--- src/pkg/cix_pkg.sv ---
package cix_pkg;

  localparam int IW = 14;
  localparam int DW = 8;
  localparam int FAW = 7;
  localparam int PCW = 13;
  localparam int PHASES = 4;
  localparam int DBIT = 7;
  localparam int BSEL_LO = 7;
  localparam int GLOBAL_IRQ_ENABLE_BIT = 7;
  localparam logic [DW-1:0] GLOBAL_IRQ_ENABLE_MASK = 8'h80;
  localparam logic [PCW-1:0] PC_RESET = 13'h0000;
  localparam logic [DW-1:0] W_RESET = 8'h00;
  localparam logic [DW-1:0] OPT_RESET = 8'hff;

  localparam logic [3:0] BIT_CLEAR_OP = 4'h4;
  localparam logic [3:0] BIT_SET_OP = 4'h5;
  localparam logic [3:0] BIT_TEST_SKIP_IF_ZERO_OP = 4'h6;
  localparam logic [5:0] XOR_LITERAL_OP = 6'h3a;
  localparam logic [5:0] XOR_FILE_OP = 6'h06;
  localparam logic [IW-1:0] NO_OPERATION = 14'h0000;
  localparam logic [IW-1:0] NOP_MASK = 14'h3f9f;
  localparam logic [IW-1:0] RETURN_FROM_INTERRUPT_OP = 14'h0009;
  localparam logic [IW-1:0] OPTION_LOAD_OP = 14'h0062;

  typedef enum logic [3:0] {
    CIX_Q1 = 4'b0001,
    CIX_Q2 = 4'b0010,
    CIX_Q3 = 4'b0100,
    CIX_Q4 = 4'b1000
  } cix_phase_t;

  typedef enum logic [3:0] {
    CIX_K_NOP  = 4'b0001,
    CIX_K_BIT  = 4'b0010,
    CIX_K_XOR  = 4'b0100,
    CIX_K_CTRL = 4'b1000
  } cix_kind_t;

endpackage : cix_pkg

--- src/cix_core.sv ---
`timescale 1ns/1ps
`default_nettype none
module cix_core
  import cix_pkg::*;
(
  // Clock and reset.
  input  wire logic           clk,
  input  wire logic           nrst,
  // Program memory fetch.
  input  wire logic [IW-1:0]  instr,
  output logic      [PCW-1:0] pc_r,
  // File register port.
  input  wire logic [DW-1:0]  file_rdata,
  output logic      [FAW-1:0] file_addr_r,
  output logic                file_rd_r,
  output logic                file_we_r,
  output logic      [DW-1:0]  file_wdata_r,
  // Interrupt return and stack.
  input  wire logic           stack_push,
  input  wire logic [PCW-1:0] stack_push_data,
  // Core state.
  output logic      [DW-1:0]  w_r,
  output logic      [DW-1:0]  option_r,
  output logic                zero_r,
  output logic                global_irq_enable_r,
  output logic                phase_q1_r,
  output logic                flush_r
);

  // ----------------------------------------------------------------
  // Phase sequencer
  // ----------------------------------------------------------------

  cix_phase_t ph_r;
  cix_phase_t ph_nxt;

  always_comb begin
    case (ph_r)
      CIX_Q1:  ph_nxt = CIX_Q2;
      CIX_Q2:  ph_nxt = CIX_Q3;
      CIX_Q3:  ph_nxt = CIX_Q4;
      CIX_Q4:  ph_nxt = CIX_Q1;
      default: ph_nxt = CIX_Q1;
    endcase
  end

  always_ff @(posedge clk) begin
    if (!nrst) begin
      ph_r <= CIX_Q1;
    end else begin
      ph_r <= ph_nxt;
    end
  end

  // ----------------------------------------------------------------
  // Decode
  // ----------------------------------------------------------------

  function automatic cix_kind_t kind_of(input logic [IW-1:0] op);
    if (op[13:12] == 2'b01 && op[11:10] != 2'b11) begin
      kind_of = CIX_K_BIT;
    end else if (op[13:8] == XOR_LITERAL_OP || op[13:8] == XOR_FILE_OP) begin
      kind_of = CIX_K_XOR;
    end else if (op == RETURN_FROM_INTERRUPT_OP || op == OPTION_LOAD_OP) begin
      kind_of = CIX_K_CTRL;
    end else begin
      kind_of = CIX_K_NOP;
    end
  endfunction : kind_of

  function automatic logic [DW-1:0] bit_mask(input logic [2:0] sel);
    bit_mask = 8'h01 << sel;
  endfunction : bit_mask

  logic [IW-1:0]  ir_r;
  logic [IW-1:0]  ir_nxt;
  logic [DW-1:0]  opnd_r;
  logic [DW-1:0]  opnd_nxt;
  logic [DW-1:0]  res_r;
  logic [DW-1:0]  res_nxt;
  logic           skip_r;
  logic           skip_nxt;
  cix_kind_t      kind;
  logic [3:0]     bop;
  logic [2:0]     bsel;
  logic           is_xlit;
  logic           is_nop;

  always_comb begin
    kind    = kind_of(ir_r);
    bop     = ir_r[13:10];
    bsel    = ir_r[BSEL_LO+2:BSEL_LO];
    is_xlit = (ir_r[13:8] == XOR_LITERAL_OP);
    is_nop  = ((ir_r & NOP_MASK) == NO_OPERATION);
  end

  // ----------------------------------------------------------------
  // Datapath
  // ----------------------------------------------------------------

  logic [PCW-1:0] pc_nxt;
  logic [DW-1:0]  w_nxt;
  logic [DW-1:0]  opt_nxt;
  logic           z_nxt;
  logic           girq_nxt;
  logic           flush_nxt;
  logic [FAW-1:0] fa_nxt;
  logic           frd_nxt;
  logic           fwe_nxt;
  logic [DW-1:0]  fwd_nxt;
  logic           pop;
  logic [PCW-1:0] stack_top;

  always_comb begin
    ir_nxt    = ir_r;
    opnd_nxt  = opnd_r;
    res_nxt   = res_r;
    skip_nxt  = skip_r;
    pc_nxt    = pc_r;
    w_nxt     = w_r;
    opt_nxt   = option_r;
    z_nxt     = zero_r;
    girq_nxt  = global_irq_enable_r;
    flush_nxt = flush_r;
    fa_nxt    = file_addr_r;
    frd_nxt   = 1'b0;
    fwe_nxt   = 1'b0;
    fwd_nxt   = file_wdata_r;
    pop       = 1'b0;
    case (ph_r)
      CIX_Q1: begin
        // A flushed slot turns the fetched word into a no-op cycle.
        ir_nxt    = flush_r ? NO_OPERATION : instr;
        flush_nxt = 1'b0;
        skip_nxt  = 1'b0;
        pc_nxt    = pc_r + PCW'(1);
        fa_nxt    = instr[FAW-1:0];
      end
      CIX_Q2: begin
        opnd_nxt = is_xlit ? ir_r[DW-1:0] : file_rdata;
        frd_nxt  = (kind == CIX_K_BIT) || (kind == CIX_K_XOR && !is_xlit);
      end
      CIX_Q3: begin
        case (kind)
          CIX_K_BIT: begin
            case (bop)
              BIT_CLEAR_OP: res_nxt = opnd_r & ~bit_mask(bsel);
              BIT_SET_OP:   res_nxt = opnd_r | bit_mask(bsel);
              BIT_TEST_SKIP_IF_ZERO_OP: begin
                res_nxt  = opnd_r;
                skip_nxt = ((opnd_r & bit_mask(bsel)) == 8'h00);
              end
              default: res_nxt = opnd_r;
            endcase
          end
          CIX_K_XOR: begin
            res_nxt = w_r ^ opnd_r;
            z_nxt   = ((w_r ^ opnd_r) == 8'h00);
          end
          CIX_K_CTRL: begin
            if (ir_r == RETURN_FROM_INTERRUPT_OP) begin
              girq_nxt = 1'b1;
            end
          end
          default: res_nxt = res_r;
        endcase
      end
      CIX_Q4: begin
        case (kind)
          CIX_K_BIT: begin
            fwe_nxt = (bop != BIT_TEST_SKIP_IF_ZERO_OP);
            fwd_nxt = res_r;
            flush_nxt = skip_r;
          end
          CIX_K_XOR: begin
            if (is_xlit || !ir_r[DBIT]) begin
              w_nxt = res_r;
            end else begin
              fwe_nxt = 1'b1;
              fwd_nxt = res_r;
            end
          end
          CIX_K_CTRL: begin
            if (ir_r == RETURN_FROM_INTERRUPT_OP) begin
              pop       = 1'b1;
              pc_nxt    = stack_top;
              flush_nxt = 1'b1;
            end else begin
              opt_nxt = w_r;
            end
          end
          default: w_nxt = w_r;
        endcase
      end
      default: ir_nxt = ir_r;
    endcase
  end

  always_ff @(posedge clk) begin
    if (!nrst) begin
      ir_r                <= NO_OPERATION;
      opnd_r              <= '0;
      res_r               <= '0;
      skip_r              <= 1'b0;
      pc_r                <= PC_RESET;
      w_r                 <= W_RESET;
      option_r            <= OPT_RESET;
      zero_r              <= 1'b0;
      global_irq_enable_r <= 1'b0;
      flush_r             <= 1'b0;
      file_addr_r         <= '0;
      file_rd_r           <= 1'b0;
      file_we_r           <= 1'b0;
      file_wdata_r        <= '0;
      phase_q1_r          <= 1'b0;
    end else begin
      ir_r                <= ir_nxt;
      opnd_r              <= opnd_nxt;
      res_r               <= res_nxt;
      skip_r              <= skip_nxt;
      pc_r                <= pc_nxt;
      w_r                 <= w_nxt;
      option_r            <= opt_nxt;
      zero_r              <= z_nxt;
      global_irq_enable_r <= girq_nxt;
      flush_r             <= flush_nxt;
      file_addr_r         <= fa_nxt;
      file_rd_r           <= frd_nxt;
      file_we_r           <= fwe_nxt;
      file_wdata_r        <= fwd_nxt;
      phase_q1_r          <= (ph_nxt == CIX_Q1);
    end
  end

  cix_stack #(
    .DEPTH (8),
    .WIDTH (PCW)
  ) u_stack (
    .clk       (clk),
    .nrst      (nrst),
    .push      (stack_push),
    .push_data (stack_push_data),
    .pop       (pop),
    .top_r     (stack_top)
  );

  // ----------------------------------------------------------------
  // Checks
  // ----------------------------------------------------------------

  phase_cycle_a: assert property (@(posedge clk) disable iff (!nrst)
    ph_r == CIX_Q1 |=> ph_r == CIX_Q2 ##1 ph_r == CIX_Q3 ##1 ph_r == CIX_Q4 ##1 ph_r == CIX_Q1)
    else $error("phase sequence broken");

  pc_step_a: assert property (@(posedge clk) disable iff (!nrst)
    ph_r == CIX_Q1 |=> pc_r == $past(pc_r) + PCW'(1))
    else $error("pc did not advance in Q1");

  dest_w_a: assert property (@(posedge clk) disable iff (!nrst)
    ph_r == CIX_Q4 && kind == CIX_K_XOR && !is_xlit && !ir_r[DBIT]
    |=> w_r == $past(res_r) && !file_we_r)
    else $error("d=0 result not in working register");

  dest_f_a: assert property (@(posedge clk) disable iff (!nrst)
    ph_r == CIX_Q4 && kind == CIX_K_XOR && !is_xlit && ir_r[DBIT]
    |=> file_we_r && file_wdata_r == $past(res_r))
    else $error("d=1 result not written to file");

  bit_clear_a: assert property (@(posedge clk) disable iff (!nrst)
    ph_r == CIX_Q4 && kind == CIX_K_BIT && bop == BIT_CLEAR_OP |=> file_we_r && !file_wdata_r[$past(bsel)])
    else $error("bit clear wrong");

  skip_flush_a: assert property (@(posedge clk) disable iff (!nrst)
    ph_r == CIX_Q4 && kind == CIX_K_BIT && bop == BIT_TEST_SKIP_IF_ZERO_OP && skip_r
    |=> flush_r ##4 ir_r == NO_OPERATION)
    else $error("skip did not insert no-op");

  irq_return_a: assert property (@(posedge clk) disable iff (!nrst)
    ph_r == CIX_Q4 && ir_r == RETURN_FROM_INTERRUPT_OP
    |=> pc_r == $past(stack_top) && global_irq_enable_r && flush_r)
    else $error("interrupt return wrong");

  option_a: assert property (@(posedge clk) disable iff (!nrst)
    ph_r == CIX_Q4 && ir_r == OPTION_LOAD_OP |=> option_r == $past(w_r))
    else $error("option load wrong");

  xor_zero_a: assert property (@(posedge clk) disable iff (!nrst)
    ph_r == CIX_Q3 && kind == CIX_K_XOR |=> zero_r == (res_r == 8'h00))
    else $error("zero flag wrong");

  bit_set_a: assert property (@(posedge clk) disable iff (!nrst)
    ph_r == CIX_Q4 && kind == CIX_K_BIT && bop == BIT_SET_OP
    |=> file_we_r && file_wdata_r[$past(bsel)])
    else $error("bit set wrong");

  test_no_write_a: assert property (@(posedge clk) disable iff (!nrst)
    ph_r == CIX_Q4 && kind == CIX_K_BIT && bop == BIT_TEST_SKIP_IF_ZERO_OP
    |=> !file_we_r)
    else $error("bit test wrote the file");

  xor_literal_a: assert property (@(posedge clk) disable iff (!nrst)
    ph_r == CIX_Q4 && is_xlit |=> w_r == $past(res_r) && !file_we_r)
    else $error("literal xor result not in working register");

  flush_slot_a: assert property (@(posedge clk) disable iff (!nrst)
    ph_r == CIX_Q1 && flush_r |=> ir_r == NO_OPERATION)
    else $error("flushed slot not turned into a no-op");

  nop_idle_a: assert property (@(posedge clk) disable iff (!nrst)
    ph_r == CIX_Q4 && is_nop
    |=> !file_we_r && w_r == $past(w_r) && option_r == $past(option_r))
    else $error("no-op changed core state");

endmodule : cix_core
`default_nettype wire

--- src/cix_stack.sv ---
`timescale 1ns/1ps
`default_nettype none
module cix_stack
  import cix_pkg::*;
#(
  parameter int DEPTH = 8,
  parameter int WIDTH = 13
) (
  // Clock and reset.
  input  wire logic             clk,
  input  wire logic             nrst,
  // Push and pop.
  input  wire logic             push,
  input  wire logic [WIDTH-1:0] push_data,
  input  wire logic             pop,
  output logic      [WIDTH-1:0] top_r
);

  localparam int AW = $clog2(DEPTH);

  if (DEPTH < 2 || (DEPTH & (DEPTH - 1)) != 0) begin : g_depth_check
    $error("cix_stack depth must be a power of two");
  end

  logic [WIDTH-1:0] mem_r [DEPTH];
  logic [AW-1:0]    sp_r;
  logic [AW-1:0]    sp_nxt;
  logic [AW-1:0]    sp_dn;

  // The pointer wraps as a circular stack, so overflow overwrites the oldest entry.
  always_comb begin
    sp_dn  = sp_r - AW'(1);
    sp_nxt = sp_r;
    if (push) begin
      sp_nxt = sp_r + AW'(1);
    end else if (pop) begin
      sp_nxt = sp_dn;
    end
  end

  always_ff @(posedge clk) begin
    if (!nrst) begin
      sp_r  <= '0;
      top_r <= '0;
    end else begin
      sp_r <= sp_nxt;
      if (push) begin
        mem_r[sp_r] <= push_data;
        top_r       <= push_data;
      end else if (pop) begin
        top_r <= mem_r[sp_dn - AW'(1)];
      end
    end
  end

endmodule : cix_stack
`default_nettype wire

--- config.mk ---
export PLATFORM = sky130hd
export DESIGN_NAME = cix_core
export DESIGN_NICKNAME = d
export VERILOG_FILES = /design/src/pkg/cix_pkg.sv /design/src/cix_core.sv /design/src/cix_stack.sv
export SDC_FILE = /design/constraint.sdc
export NUM_CORES = 1
export LEC_CHECK = 0
export BUFFER_PORTS_ARGS = -buffer_cell sky130_fd_sc_hd__buf_2
export CORE_MARGIN = 2
export CORE_UTILIZATION = 59
export CTS_CLUSTER_SIZE = 12
export DETAILED_ROUTE_END_ITERATION = 6
export PLACE_DENSITY = 0.82
export SYNTH_ARGS = -nofsm -noshare
export SYNTH_HDL_FRONTEND = slang
export SYNTH_SLANG_ARGS = --single-unit
--- constraint.sdc ---
create_clock -name clk -period 3.3 [get_ports clk]
set_clock_uncertainty 0.1 [all_clocks]
set_input_delay 0.495 -clock clk [delete_from_list [all_inputs] [get_ports clk]]
set_output_delay 0.495 -clock clk [all_outputs]
set_load 0.01 [all_outputs]
==> results of run 1 <==
[report_power, final]
group / switching [mW] / internal (mW) / total (mW)
Clock: 0.962 / 1.33 / 2.30
Sequential: 0.113 / 2.76 / 2.87
Combinational: 0.373 / 0.246 / 0.619
[per-layer routing]
metal  up-vias  part of all wire [%]  global-route usage [%]  routed length, µm
met5         -                     0                       0                  0
met4         0                   2.8                    8.14                582
met3        52                   7.3                    4.56               1550
met2       303                    50                    44.1              10500
met1      3133                    40                    34.9               8530
li1       2955                     -                       -                  -
[synthesized netlist by cell type, types with 17 or more instances]
master and number:
clkbuf_1 33, nor2_1 25, nor2b_1 24, edfxtp_1 104, dfxtp_1 101, a21boi_0 21
o31ai_1 22, a21oi_1 20, buf_2 17, mux4_2 26, nand2_1 95, nand3_1 26
nand3b_1 17, mux2i_1 26
[through the flow]
step / hold WS (ns) / cells / setup WS, ns / power (mW)
after detailed placement: 0.349 / 979 / 0.669 / 3.53
after floorplan: 0.347 / 738 / 0.336 / 3.33
after global placement: 0.342 / 979 / 0.754 / 3.50
final: 0.146 / 1017 / 0.541 / 5.79
after global routing: 0.162 / 1017 / 0.421 / 5.98
after CTS: 0.132 / 1017 / 0.558 / 5.80
[final timing paths]
check                                         to  slack (ns)  cells past startpoint
setup reg to reg  u_stack.top_r[11]$_SDFFE_PN0P_        0.54                      7
hold / removal       file_addr_r[6]$_SDFFE_PN0P_        0.15                      3
hold reg to reg              zero_r$_SDFFE_PN0P_        0.35                      2
setup / recovery  u_stack.top_r[11]$_SDFFE_PN0P_        0.54                      7
[flip-flops by register name (all words and copies together), names as in the netlist, 13 cells and up]
name and cells:
u_stack.mem_r 104, ir_r 14, pc_r 13, u_stack.top_r 13
[cell type report]
type / count / area (µm²)
flip-flops and latches: 205 / 5150
fillers: 989 / 4360
multi-input cells: 472 / 3530
clock buffers: 34 / 636
repair buffers: 111 / 616
well taps: 184 / 230
clock inverters: 4 / 47.5
inverters: 7 / 26.3
[kinds of logic after synthesis]
logic type,count (synthesis)
flops,205
xor+xnor,11
simple gates,247
buf+inv,61
fa+ha+maj,4
mux,52
compound gates,158
[worst register-to-register path: stages (launching register included)]
cell and delay, ns:
dfxtp_1 0.55, inv_1 0.19, ha_1 0.48, buf_4 0.38, mux4_2 0.37, nor2b_1 0.16
a211oi_2 0.24, o31ai_1 0.12
[cells in the final DEF, fill, tap and decap left out, types with 6 or more instances in the layout]
cell	instances
a221oi_1	6
nor3_1	7
dfxtp_1	100
a31oi_1	8
mux2i_1	26
clkbuf_16	22
a211oi_2	9
buf_2	87
o21ai_0	13
a21oi_1	20
a21boi_0	21
nand3_1	26
buf_4	24
o211a_1	8
xor2_1	10
o31ai_1	22
and2_1	12
edfxtp_1	104
mux4_2	26
nor2b_1	24
inv_1	7
nand2_1	95
nor2_1	25
clkbuf_1	8
o22ai_1	8
nand3b_1	17
==> metrics.txt, run 1 <==
cts hold-fix bufs 0; post-synthesis simple-gate area fraction 14.4%; clk sinks 205; Mapped Area 8870 µm²; Antenna Cells 0; Nets about 860; crit path buf inv count 2; floorplan row count 44; CP max FO 23; FF+latch count, synth 205; area share of fa/ha/maj cells after synthesis less than 1%; Die Ht 127 µm; Top FF cell, synth edfxtp_1; post-synth cell types 64; deepest clock path buffer count 3; post-synth top area cell edfxtp_1; post-synthesis mux area share under 10%; post-synthesis net count 780; Starting Density 60.8%; EDFF count, synth between 100 and 150; root buffer cell clkbuf_16; Compound-Gate Fraction of Synth Area 13.5%; leak pwr 3.77 nW; Max Freq 362 MHz; family with the most delay on the worst path buffers and inverters; Slew headroom a little over a quarter; Worst path slowest cell dfxtp_1; Final Cycle Share 83.6%; routed vias 6443; Synth-to-Final Area Change 15.2%; crit-path cells inv_1, ha_1, buf_4, mux4_2, nor2b_1, a211oi_2, o31ai_1; Worst Setup Start Kind register; Routed Antenna Nets 0; Syn Area/Cell 12.0 µm²; initial antenna violation count 0; first-pass GRT wire length 33600 µm; number of global-route vias before repair 6326; core box area 14600 µm²; Crit Path Class register to register; fin util 70.1%; CTS tree yes; share of cells above drive strength 1 a little under a quarter; Initial DRT Pass Iterations 6; MaxCap Viol Count 0; XOR/XNOR share of the synthesized area 1.09%; Final Hold Vio Count 0; Worst-Skew Late Latency around 0.51 ns; worst r2r src u_stack.sp_r[1]$_SDFFE_PN0P_; Worst-path clk slew 0.06 ns; Final Wtd Congestion just over 0.9; H-tree levels 1; max incr delay on CP 0.55 ns; Crit. End Element register; status completed; worst-margin pin slew 1.09 ns; Seq/Total Area, Yosys 58.0%; setup repair after global routing missed its margin no; die area 16000 µm²; synth warn 0; drt initial violations 558; Total Wirelength ~21000 µm; Vias/cell 6.34; Hold Path Class input pin to register; Setup TNS 0 ns; worst hold start instr[6]; Arr. time, crit path 3.02 ns; CP Launch Point u_stack.sp_r[1]$_SDFFE_PN0P_; PostCTS Resize Cnt 0; Synth top area share 35.2%; Cells after Synth between 700 and 800; Post CTS Setup Buffer Count 0; Post-DP Area roughly 9500 µm²; GRT Total Usage a little over a quarter; fin crit period 2.76 ns; power per cell area approximately 570 nW/µm²; Avg WL per Cell 20.8 µm; port bufs 87; setup violators final 0; worst endpoint required time roughly 3.6 ns; hpwl dp 13600 µm; Max rail drop VDD 0.537 mV; largest net degree at the start of global routing 55; Slew Viols, Final 0; residual DRC count 0; fin area between 10000 and 15000 µm²; Congestion Overflow GR 0; clock buffer count from CTS 22; IO Count 88; die span in x 127 µm; largest family of logic cells by synthesized area simple AND/OR/NAND/NOR gates; async set-reset flop share out of synthesis 0%; leading post-synthesis cells by cell area edfxtp_1 35%, dfxtp_1 23%, mux4_2 6.6%
Note: power is estimated with default switching activity, not from simulation.
==> inputs of run 2 (changes only) <==
==> constraint.sdc (replaced) <==
create_clock -name clk -period 2.85 [get_ports clk]
set_clock_uncertainty 0.1 [all_clocks]
set_input_delay 0.4275 -clock clk [delete_from_list [all_inputs] [get_ports clk]]
set_output_delay 0.4275 -clock clk [all_outputs]
set_load 0.01 [all_outputs]
==> run 2 against run 1 <==
Compared with the run above: largest cell class unchanged; total power grew 15%; critical path depth grew 1; register-to-register slack lost 0.34 ns; combinational power grew 21%.
==> metrics.txt, run 2 (same netlist as run 1, synthesis figures left out) <==
status completed; Initial DRT Pass Iterations 7 (+1); hpwl dp 14400 µm (+5.6%); Synth-to-Final Area Change 15.6%; final setup margin 0.204 ns (-0.337 ns); PostCTS Resize Cnt 0 (unchanged); number of global-route vias before repair 6338 (+0.19%); die area 16000 µm² (unchanged); r2r setup slk 0.20 ns (-0.34 ns); Nets 868 (+0.81%); CP max FO 17 (-26%); H-tree levels 1 (unchanged); setup violators final 0 (unchanged); Slew headroom 27.4% (+0.39 points); root buffer cell clkbuf_16; Worst-Skew Late Latency 0.51 ns (about the same); crit path buf inv count 2 (unchanged); core box area 14600 µm² (unchanged); commonest non-fill, non-tap cell in the layout edfxtp_1; final cell count without fillers 1024 (+0.69%); largest registers u_stack.mem_r x104, ir_r x14; worst hold start instr[6]; Antenna Cells 0 (unchanged); die span in x 127 µm (unchanged); Max Freq 378 MHz (+4.3%); depth of the worst hold-timing path 3 (unchanged); Worst-path clk slew 0.06 ns (about the same); first-pass GRT wire length 34100 µm (+1.4%); Placement Setup Slack 0.272 ns (-0.396 ns); crit-path cells inv_1, ha_1, xor2_1, xnor2_2, buf_4, nor2b_1, a211oi_2, o31ai_1; fin area 10300 µm² (+0.35%); share of cells above drive strength 1 23.6% (+0.40 points); Worst Setup Start Kind register; Post-DP Area 9610 µm² (+0.68%); Hold Path Class input pin to register; Routed Antenna Nets 0 (unchanged); worst r2r src u_stack.sp_r[0]$_SDFFE_PN0P_; Final Cycle Share 92.9% (+9.3 points); Arr. time, crit path 2.91 ns (-0.11 ns); routed vias 6533 (+1.4%); Placed Cells incl. Taps 986 (+0.72%); port bufs 87 (unchanged); Final Hold Vio Count 0 (unchanged); FF/Latch Area 5150 µm² (unchanged); fin crit period 2.65 ns (-0.113 ns); MaxCap Viol Count 0 (unchanged); Congestion Overflow GR 0 (unchanged); Setup TNS 0 ns (unchanged); Starting Density 60.8% (unchanged); CTS tree yes; area of the multi-input gates 3530 µm² (unchanged); Vias/cell 6.38 (+0.70%); Worst path slowest cell xnor2_2; GRT Total Usage 26.9% (+0.74 points); leak pwr 3.80 nW (+0.63%); floorplan row count 44 (unchanged); power per cell area 648 nW/µm² (+15%); IO Count 88 (unchanged); Slew Viols, Final 0 (unchanged); Crit. End Element register; total power 6.65 mW (+15%); Max rail drop VDD 0.722 mV (+34%); fillers 1000 (+1.1%); fin util 70.4% (+0.25 points); reg-to-reg endpoint u_stack.top_r[8]$_SDFFE_PN0P_; Crit Path Class register to register; hold slack final 0.0823 ns (-0.0636 ns); worst-margin pin slew 1.08 ns (-0.00582 ns); Largest register FFs 104 (unchanged); Die Ht 127 µm (unchanged); largest net degree at the start of global routing 54 (-1.8%); initial antenna violation count 0 (unchanged); deepest clock path buffer count 3 (unchanged); max incr delay on CP 0.70 ns (+0.15 ns); residual DRC count 0 (unchanged); cts hold-fix bufs 0 (unchanged); Post CTS Setup Buffer Count 0 (unchanged); clock buffer count from CTS 22 (unchanged); clk sinks 205 (unchanged); Final Wtd Congestion 0.948 (+3.1%); Worst Hold End file_addr_r[6]$_SDFFE_PN0P_; worst endpoint required time 3.12 ns (-0.44 ns); Total Wirelength 21500 µm (+1.9%); family with the most delay on the worst path XOR/XNOR gates; drt initial violations 645 (+16%); setup repair after global routing missed its margin no; R2R depth 8 (+1); Avg WL per Cell 21.0 µm (+1.2%); largest reg by FF count u_stack.mem_r; most frequent cells in the layout 104 x edfxtp_1, 100 x dfxtp_1, 95 x nand2_1
-- run 2: cell count changes in the layout (fill, tap and decap cells not counted), sizes merged --
cell	change
clkinv	+1
clkbuf	-1
buf	+7
-- run 2: worst max path at each step --
stage,from,end,slack (ns),cells after the start
after floorplan,nrst,u_stack.mem_r[0][0]$_DFFE_PP_,-0.05,4
after global placement,u_stack.sp_r[0]$_SDFFE_PN0P_,u_stack.top_r[10]$_SDFFE_PN0P_,0.43,8
after detailed placement,u_stack.sp_r[0]$_SDFFE_PN0P_,u_stack.top_r[11]$_SDFFE_PN0P_,0.27,8
after CTS,u_stack.sp_r[0]$_SDFFE_PN0P_,u_stack.top_r[11]$_SDFFE_PN0P_,0.25,8
after global routing,u_stack.sp_r[0]$_SDFFE_PN0P_,u_stack.top_r[8]$_SDFFE_PN0P_,0.06,8
final,u_stack.sp_r[0]$_SDFFE_PN0P_,u_stack.top_r[8]$_SDFFE_PN0P_,0.20,8
-- run 2: worst min-delay path, stage by stage --
cell	delay [ns]
buf_2	0.11
nand2_1	0.04
a21boi_0	0.06
-- run 2: cell type report --
class / count / share of cell area (%)
clock buffer: 33 / 5.86
clock inverter: 5 / 0.512
inverter: 7 / 0.256
multi-input combinational: 472 / 34.4
sequential: 205 / 50.1
tap: 184 / 2.24
timing repair buffer: 118 / 6.63
-- run 2: per-layer routing --
metal	track usage [%]	up-vias	share of wire, %
li1	-	2971	-
met1	35.0	3205	40
met2	46.9	299	51
met3	3.63	58	6.2
met4	8.73	0	3.5
met5	0	-	0
-- run 2: report_power, final --
group          switching (mW)  internal [mW]
Sequential              0.126           3.20
Combinational           0.442          0.305
Clock                    1.11           1.47
